[config.mk]
export PLATFORM = sky130hd
export DESIGN_NAME = presettable_updown_binary_counter
export DESIGN_NICKNAME = d
export VERILOG_FILES = /design/src/logic/counter_pkg.sv /design/src/logic/toggle_stage.sv /design/src/logic/count_step_logic.sv /design/src/logic/presettable_updown_binary_counter.sv
export SDC_FILE = /design/constraint.sdc
export NUM_CORES = 1
export LEC_CHECK = 0
export ABC_AREA = 1
export ABC_CLOCK_PERIOD_IN_PS = 1200
export BUFFER_PORTS_ARGS = -buffer_cell sky130_fd_sc_hd__buf_2
export CAP_MARGIN = 25
export CORE_MARGIN = 10
export CORE_UTILIZATION = 44
export CTS_CLUSTER_DIAMETER = 30
export CTS_CLUSTER_SIZE = 30
export DETAILED_ROUTE_END_ITERATION = 8
export GPL_ROUTABILITY_DRIVEN = 0
export GPL_TIMING_DRIVEN = 0
export PLACE_DENSITY = 0.8
export SYNTH_ARGS = -nofsm -noshare
export SYNTH_HDL_FRONTEND = slang
export SYNTH_SLANG_ARGS = --single-unit
[constraint.sdc]
create_clock -name clock -period 1.2 [get_ports clock]
set_input_delay 0.18 -clock clock [delete_from_list [all_inputs] [get_ports clock]]
set_output_delay 0.18 -clock clock [all_outputs]
set_load 0.1 [all_outputs]
[src/logic/counter_pkg.sv]
// Shared constants and types for the presettable up/down binary counter.
// Assumes a single 40 MHz clock domain and a 32-bit AXI4-Lite register bus.
package counter_pkg;

  // Counter geometry.
  localparam int         COUNT_WIDTH = 4;

  // Byte offsets of the register words.
  localparam logic [11:0] OFFSET_CONTROL = 12'h000;
  localparam logic [11:0] OFFSET_PRESET  = 12'h004;
  localparam logic [11:0] OFFSET_STATUS  = 12'h008;

  // Field positions inside the register words.
  localparam int         CTRL_COUNT_UP_BIT    = 0;
  localparam int         CTRL_PRESET_LOAD_BIT = 1;
  localparam int         CTRL_CLEAR_BIT       = 2;
  localparam int         CTRL_FIELD_WIDTH     = 3;
  localparam int         PRESET_FIELD_WIDTH   = 4;
  localparam int         STATUS_COUNT_LSB     = 0;
  localparam int         STATUS_CARRY_BIT     = 4;
  localparam int         STATUS_CASCADE_BIT   = 5;
  localparam int         STATUS_FIELD_WIDTH   = 6;

  // AXI response codes.
  localparam logic [1:0] RESP_OKAY   = 2'h0;
  localparam logic [1:0] RESP_SLVERR = 2'h2;

  // Control bits written by software.
  typedef struct packed {
    logic clear;
    logic preset_load;
    logic count_up;
  } ctrl_t;

  // Parallel preset value, least significant bit last.
  typedef struct packed {
    logic preset_value_bit3;
    logic preset_value_bit2;
    logic preset_value_bit1;
    logic preset_value_bit0;
  } preset_t;

  // Read-only view of the counter's own state.
  typedef struct packed {
    logic                   cascade_in_n;
    logic                   carry_out_n;
    logic [COUNT_WIDTH-1:0] count;
  } status_t;

  // Reset values.
  localparam ctrl_t   CTRL_RESET   = '{clear: 1'b0, preset_load: 1'b0,
                                       count_up: 1'b1};
  localparam preset_t PRESET_RESET = preset_t'(4'h0);

endpackage : counter_pkg

[src/logic/toggle_stage.sv]
// One bit of the counter, built as a toggle flip-flop with parallel load.
// Assumes its toggle input is already gated by every clock inhibit.
`timescale 1ns/10ps
module toggle_stage (
  input  wire logic clock,        // System clock.
  input  wire logic sys_rst,      // Asynchronous reset, active high.
  input  wire logic clear,        // Forces the bit low.
  input  wire logic load,         // Takes the parallel input.
  input  wire logic parallel_in,  // Preset value for this bit.
  input  wire logic toggle,       // Inverts the bit on this edge.
  output logic      q             // Stored bit.
);

  always_ff @(posedge clock or posedge sys_rst) begin
    if (sys_rst) begin
      q <= 1'b0;
    end else if (clear) begin
      q <= 1'b0;
    end else if (load) begin
      q <= parallel_in;
    end else if (toggle) begin
      q <= ~q;
    end
  end

endmodule : toggle_stage

[src/logic/count_step_logic.sv]
// Toggle enables and terminal count detection for a binary up/down counter.
// Assumes the count comes from flip-flops on the same clock.
`timescale 1ns/10ps
module count_step_logic #(
  parameter int WIDTH = counter_pkg::COUNT_WIDTH  // Number of count bits.
) (
  input  wire logic [WIDTH-1:0] count,        // Present count.
  input  wire logic             count_up,     // High counts up.
  input  wire logic             step_enable,  // Clock not inhibited.
  output logic      [WIDTH-1:0] toggle,       // Per-bit toggle enables.
  output logic                  terminal      // All ones up, all zeros down.
);

  if (WIDTH < 1) begin : g_bad_width
    $error("count_step_logic needs at least one bit");
  end

  logic [WIDTH:0] up_run;
  logic [WIDTH:0] down_run;

  assign up_run[0]   = 1'b1;
  assign down_run[0] = 1'b1;

  // A bit toggles when every lower bit is one (up) or zero (down), which
  // also makes the count wrap modulo two to the width.
  for (genvar i = 0; i < WIDTH; i++) begin : g_bit
    assign up_run[i+1]   = up_run[i] & count[i];
    assign down_run[i+1] = down_run[i] & ~count[i];
    assign toggle[i]     = step_enable &
                           (count_up ? up_run[i] : down_run[i]);
  end

  assign terminal = count_up ? up_run[WIDTH] : down_run[WIDTH];

endmodule : count_step_logic

[src/logic/presettable_updown_binary_counter.sv]
// Four-bit presettable up/down binary counter with cascade carry and an
// AXI4-Lite register slave for its control, preset and status words.
// Assumes the cascade input comes from a stage on the same clock, so it is
// used without synchronisation, and that the bus master is on that clock.
//
// Local design decisions: the AXI4-Lite register port and the register offsets.
`timescale 1ns/10ps
module presettable_updown_binary_counter #(
  parameter int ADDR_WIDTH = 12  // AXI address width.
) (
  input  wire logic                  clock,          // 40 MHz clock.
  input  wire logic                  sys_rst,        // Async reset, high.
  // Cascade link to neighbouring stages.
  input  wire logic                  cascade_in_n,   // Carry in, low.
  output logic                       carry_out_n,    // Carry out, low.
  output logic                       count_bit0,     // Count, LSB.
  output logic                       count_bit1,     // Count bit 1.
  output logic                       count_bit2,     // Count bit 2.
  output logic                       count_bit3,     // Count, MSB.
  // AXI4-Lite slave.
  input  wire logic [ADDR_WIDTH-1:0] s_axi_awaddr,   // Write address.
  input  wire logic [2:0]            s_axi_awprot,   // Unused.
  input  wire logic                  s_axi_awvalid,  // Write addr valid.
  output logic                       s_axi_awready,  // Write addr ready.
  input  wire logic [31:0]           s_axi_wdata,    // Write data.
  input  wire logic [3:0]            s_axi_wstrb,    // Byte enables.
  input  wire logic                  s_axi_wvalid,   // Write data valid.
  output logic                       s_axi_wready,   // Write data ready.
  output logic [1:0]                 s_axi_bresp,    // Write response.
  output logic                       s_axi_bvalid,   // Response valid.
  input  wire logic                  s_axi_bready,   // Response ready.
  input  wire logic [ADDR_WIDTH-1:0] s_axi_araddr,   // Read address.
  input  wire logic [2:0]            s_axi_arprot,   // Unused.
  input  wire logic                  s_axi_arvalid,  // Read addr valid.
  output logic                       s_axi_arready,  // Read addr ready.
  output logic [31:0]                s_axi_rdata,    // Read data.
  output logic [1:0]                 s_axi_rresp,    // Read response.
  output logic                       s_axi_rvalid,   // Read data valid.
  input  wire logic                  s_axi_rready    // Read data ready.
);

  localparam int W = counter_pkg::COUNT_WIDTH;

  if (ADDR_WIDTH < 4 || ADDR_WIDTH > 12) begin : g_bad_addr
    $error("ADDR_WIDTH must lie between 4 and 12");
  end

  // ---------------------------------------------------------------------
  // Register state.
  // ---------------------------------------------------------------------
  counter_pkg::ctrl_t   ctrl;
  counter_pkg::preset_t preset;
  logic [W-1:0]         count;
  logic [W-1:0]         toggle;
  logic                 terminal;
  logic                 step_enable;

  // ---------------------------------------------------------------------
  // Write channel bookkeeping.
  // ---------------------------------------------------------------------
  logic                  aw_held;
  logic [ADDR_WIDTH-1:0] aw_addr;
  logic                  w_held;
  logic [31:0]           w_data;
  logic [3:0]            w_strb;

  wire aw_take        = s_axi_awvalid & s_axi_awready;
  wire w_take         = s_axi_wvalid & s_axi_wready;
  wire write_go       = aw_held & w_held & ~s_axi_bvalid;
  wire next_aw_held   = write_go ? 1'b0 : (aw_held | aw_take);
  wire next_w_held    = write_go ? 1'b0 : (w_held | w_take);
  wire next_bvalid    = write_go | (s_axi_bvalid & ~s_axi_bready);
  wire next_awready   = ~next_aw_held & ~next_bvalid;
  wire next_wready    = ~next_w_held & ~next_bvalid;

  // Addresses decode on the whole word; the two low bits are ignored.
  wire [11:0] wr_word = 12'(aw_addr) & 12'hFFC;
  wire        wr_ctrl   = (wr_word == counter_pkg::OFFSET_CONTROL);
  wire        wr_preset = (wr_word == counter_pkg::OFFSET_PRESET);
  wire        wr_status = (wr_word == counter_pkg::OFFSET_STATUS);
  wire        wr_mapped = wr_ctrl | wr_preset | wr_status;
  wire        wr_lane0  = w_strb[0];

  wire [1:0] next_bresp = wr_mapped ? counter_pkg::RESP_OKAY
                                    : counter_pkg::RESP_SLVERR;

  wire counter_pkg::ctrl_t next_ctrl =
    (write_go & wr_ctrl & wr_lane0)
      ? counter_pkg::ctrl_t'(w_data[counter_pkg::CTRL_FIELD_WIDTH-1:0])
      : ctrl;
  wire counter_pkg::preset_t next_preset =
    (write_go & wr_preset & wr_lane0)
      ? counter_pkg::preset_t'(w_data[counter_pkg::PRESET_FIELD_WIDTH-1:0])
      : preset;

  always_ff @(posedge clock or posedge sys_rst) begin
    if (sys_rst) begin
      aw_held <= 1'b0;
      w_held  <= 1'b0;
    end else begin
      aw_held <= next_aw_held;
      w_held  <= next_w_held;
    end
  end

  always_ff @(posedge clock or posedge sys_rst) begin
    if (sys_rst) begin
      aw_addr <= '0;
      w_data  <= 32'h0000_0000;
      w_strb  <= 4'h0;
    end else begin
      if (aw_take) begin
        aw_addr <= s_axi_awaddr;
      end
      if (w_take) begin
        w_data <= s_axi_wdata;
        w_strb <= s_axi_wstrb;
      end
    end
  end

  always_ff @(posedge clock or posedge sys_rst) begin
    if (sys_rst) begin
      s_axi_awready <= 1'b0;
      s_axi_wready  <= 1'b0;
      s_axi_bvalid  <= 1'b0;
      s_axi_bresp   <= counter_pkg::RESP_OKAY;
    end else begin
      s_axi_awready <= next_awready;
      s_axi_wready  <= next_wready;
      s_axi_bvalid  <= next_bvalid;
      if (write_go) begin
        s_axi_bresp <= next_bresp;
      end
    end
  end

  // Writes to the status word are accepted and have no effect.
  always_ff @(posedge clock or posedge sys_rst) begin
    if (sys_rst) begin
      ctrl   <= counter_pkg::CTRL_RESET;
      preset <= counter_pkg::PRESET_RESET;
    end else begin
      ctrl   <= next_ctrl;
      preset <= next_preset;
    end
  end

  // ---------------------------------------------------------------------
  // Read channel.
  // ---------------------------------------------------------------------
  counter_pkg::status_t status;

  assign status.cascade_in_n = cascade_in_n;
  assign status.carry_out_n  = carry_out_n;
  assign status.count        = count;

  wire ar_take      = s_axi_arvalid & s_axi_arready;
  wire next_rvalid  = ar_take | (s_axi_rvalid & ~s_axi_rready);
  wire next_arready = ~next_rvalid;

  wire [11:0] rd_word   = 12'(s_axi_araddr) & 12'hFFC;
  wire        rd_ctrl   = (rd_word == counter_pkg::OFFSET_CONTROL);
  wire        rd_preset = (rd_word == counter_pkg::OFFSET_PRESET);
  wire        rd_status = (rd_word == counter_pkg::OFFSET_STATUS);
  wire        rd_mapped = rd_ctrl | rd_preset | rd_status;

  wire [31:0] ctrl_word   = {29'h0000_0000, ctrl};
  wire [31:0] preset_word = {28'h000_0000, preset};
  wire [31:0] status_word = {26'h000_0000, status};

  wire [31:0] next_rdata = rd_ctrl   ? ctrl_word   :
                           rd_preset ? preset_word :
                           rd_status ? status_word : 32'h0000_0000;
  wire [1:0]  next_rresp = rd_mapped ? counter_pkg::RESP_OKAY
                                     : counter_pkg::RESP_SLVERR;

  always_ff @(posedge clock or posedge sys_rst) begin
    if (sys_rst) begin
      s_axi_arready <= 1'b0;
      s_axi_rvalid  <= 1'b0;
      s_axi_rdata   <= 32'h0000_0000;
      s_axi_rresp   <= counter_pkg::RESP_OKAY;
    end else begin
      s_axi_arready <= next_arready;
      s_axi_rvalid  <= next_rvalid;
      if (ar_take) begin
        s_axi_rdata <= next_rdata;
        s_axi_rresp <= next_rresp;
      end
    end
  end

  // ---------------------------------------------------------------------
  // Counter core.
  // ---------------------------------------------------------------------
  // Load and clear act on each clock while held rather than truly without
  // the clock: an asynchronous load from a register would need a data
  // dependent reset, which this library does not allow.
  assign step_enable = ~cascade_in_n & ~ctrl.preset_load
                     & ~ctrl.clear;

  count_step_logic #(
    .WIDTH       (W)
  ) u_step (
    .count       (count),
    .count_up    (ctrl.count_up),
    .step_enable (step_enable),
    .toggle      (toggle),
    .terminal    (terminal)
  );

  wire [W-1:0] preset_bits = preset;

  for (genvar i = 0; i < W; i++) begin : g_stage
    toggle_stage u_bit (
      .clock       (clock),
      .sys_rst     (sys_rst),
      .clear       (ctrl.clear),
      .load        (ctrl.preset_load),
      .parallel_in (preset_bits[i]),
      .toggle      (toggle[i]),
      .q           (count[i])
    );
  end

  // The carry is decoded from the count flip-flops and the carry input
  // without a further register, so that a chained stage steps on the very
  // edge at which this stage leaves terminal count.
  assign carry_out_n = ~(terminal & ~cascade_in_n);

  assign count_bit0 = count[0];
  assign count_bit1 = count[1];
  assign count_bit2 = count[2];
  assign count_bit3 = count[3];

endmodule : presettable_updown_binary_counter

==> flow_summary.ini <==
[final_layout]
finalNonFillerCells = 413
nNetsFinal = 432
antenna_cells = 0
drive_gt1_share_pct = 40.9
areaGrowthSynthToFinish_pct = 40.7
mostFrequentLayoutCells = nand2_1, buf_4, buf_2, dfrtp_1, conb_1
layout_commonest_cell = nand2_1

[power]
power_frac_seq_pct = 33.0
p_sw_share_pct = 49.6
p_int_mw = 3.57
p_total_mw = 7.08
combPwrFrac_pct = 53.1
leakagePower_nw = 1.63
p_sw_mw = 3.51
p_clk_share_pct = 13.8
p_per_area_mw_per_mm2 = 2370
ir_worst_vdd_uv = 2030

[floorplanning]
die_area_sq_mm = 0.00800
core_area_sq_mm = 0.00469
die_y_microns = 89.4
initial_utilization_pct = 45.2
die_w_microns = 89.4
rows = 25
io_pins = 120

[yosys]
synth_top_family_by_area = simple AND/OR/NAND/NOR gates
yosys.area_share.simple_pct = 29.1
ys_async_sr_fraction_pct = 100
synthFlopType = dfrtp_1
netlist_area_sq_mm = 0.00212
ys_top_cells_by_area = dfrtp_1, nand2_1, buf_4
synth-seq-cells = 41
yosysWarnings = 0
synth_area_per_cell_sq_um = 8.04
synth_edf_count = 0
synth_cells = 264
synth_top_area_share_pct = 47.2
ys_types = 28
yosysSeqAreaShare_pct = 48.4
synth-xor-area-share_pct = 0
synth_compound_gate_area_share_pct = 7.08
synth_fa_ha_area_share_pct = 0
yosysTopAreaCell = dfrtp_1
muxShareOfSynthArea_pct = 0

[timing]
worst_slack_ps = -405
max_freq_ghz = 0.623
setup_viol = 11
slew_headroom_pct = 44.0
drv_slew = 0
worst_pin_slew_ps = 839
hold_viol = 0
rsz0062_at_grt = true
setup_tns_ps = -1340
fin_crit_sh_pct = 134
fin_crit_ps = 1600
skew_ps = 6.69

[critical_path]
reg2reg_slack_ps = -290
reg2reg_depth = 9
crit_path_end = carry_out_n
slowest_delay_ps = 620
crit_slowest_cell = dfstp_2
critPathLaunchType = register
crit_type = register to output pin
end_kind = output pin
cp.arrival_ps = 1420
crit_buf_inv = 1
path_cells = nand2_2 > o21ai_2 > nand2_4 > buf_12
worstReg2RegStart = ctrl[0]
critPathMaxFanout = 6
cp.required_ps = 1020
setup.worst_path.start = ctrl[0]
path_delay_family = flip-flops
reg2reg_to = g_stage[3].u_bit.q
cp.depth = 4

[hold_path]
hold_class = input pin to asynchronous set/reset pin

[clock_network]
ctsHtreeMaxLevel = 2
root_buffer = clkbuf_8
clk_pin_slew_worst_paths_ps = 80
hold_buffers = 0
clockBufferDepth = 2
cts_tree = yes
clock_latency_ps = 290
cts-buffers-inserted = 5
clock_sinks = 41

[placed_design]
hpwl_microns = 3770
dpl_worst_slack_ps = -294
port_buffers = 50
dp_cells = 395

[grt]
gr-total-overflow = 0
grt_max_degree = 42
grt_pass1_vias = 1847
grt_usage_pct = 12.4
grt_pass1_wl_microns = 7940
antenna_found_initial = 0

[detailed_routing]
drt_iter0_markers = 66
first_pass_iters = 4
wl_met1_microns = 2010
wl_met2_microns = 2430
drt-wirelength-per-cell_microns = 12.1
drc = 0
wl_microns = 5000
route.met3.wl_microns = 526
vias = 1846
avgViaCountPerCell = 4.47
highest_layer = met4
ant_nets = 0

[job]
max_cap_violations = 0

[outcome]
status = finished with violations
violations = negative setup slack
==> power groups by stage <==
stage | clock [mW] | combinational (mW) | sequential, mW
after CTS | 1.01 | 3.47 | 2.32
after floorplan | 0 | 1.59 | 3.33
final | 0.980 | 3.76 | 2.34
after global placement | 0 | 3.10 | 2.29
after detailed placement | 0 | 3.14 | 2.31
after global routing | 1.07 | 4.06 | 2.39
==> how the worst min path moves through the flow <==
stage / slack [ps] / from / endpoint
final: 50 / sys_rst / s_axi_arready
after global routing: 80 / s_axi_bready / s_axi_bvalid
after CTS: 70 / s_axi_awaddr[5] / aw_addr[5]
after detailed placement: 380 / s_axi_awaddr[5] / aw_addr[5]
after global placement: 370 / s_axi_awaddr[10] / aw_addr[10]
after floorplan: 270 / s_axi_bready / s_axi_bvalid
==> repair_timing <==
item / in CTS / in global routing
buffers inserted: 3 / 7
endpoints found under the setup margin: 27 / 18
hold endpoints to repair: 0 / 0
pin swaps: 3 / 13
resized for setup: 35 / 20
==> layer usage <==
layer | track usage (%) | vias up
met3 | 5.38 | 4
met2 | 21.0 | 63
met5 | 0 | -
met1 | 13.9 | 809
li1 | - | 970
met4 | 3.47 | 0
==> through the flow <==
step / hold WS [ps] / util [%] / instance area, sq um
2_1_floorplan: 268 / - / 2310
3_3_place_gp: 374 / 55.9 / 2630
3_5_place_dp: 376 / 55.9 / 2630
4_1_cts: 68.0 / 61.0 / 2860
5_1_grt: 77.2 / 63.7 / 2990
6_report: 53.4 / 63.7 / 2990
==> cell families after synthesis <==
family,Yosys count
AO/OA/AOI/OAI,27
flip-flops,41
AND/OR/NAND/NOR,140
other,1
buffers and inverters,55
==> Yosys cell counts (2+ instances only) <==
library cell	count
or2_0	3
inv_2	2
o21ai_1	7
dfrtp_1	40
buf_4	28
inv_1	22
nand2_1	87
nor2_2	6
nor2_1	14
o21ai_0	13
nand4_1	4
a21oi_1	2
nand3_1	21
==> area by class of cell <==
cell class	count	area, sq um
Clock buffer	7	96.3
Fill cell	419	1710
Tap cell	54	67.6
Multi-Input combinational cell	195	988
Sequential cell	41	1060
Clock inverter	1	5.00
Timing Repair Buffer	60	445
Buffer	30	226
Inverter	25	98.8
==> state kept, by name, summed over array words and instances, names as in the netlist <==
signal	cells
s_axi_rvalid	1
s_axi_rresp	1
s_axi_wready	1
aw_held	1
s_axi_bresp	1
ctrl	3
w_held	1
w_data	4
s_axi_rdata	6
s_axi_arready	1
w_strb	1
s_axi_bvalid	1
aw_addr	10
preset	4
s_axi_awready	1
g_stage.u_bit.q	4
Note: power is estimated with default switching activity, not from simulation.
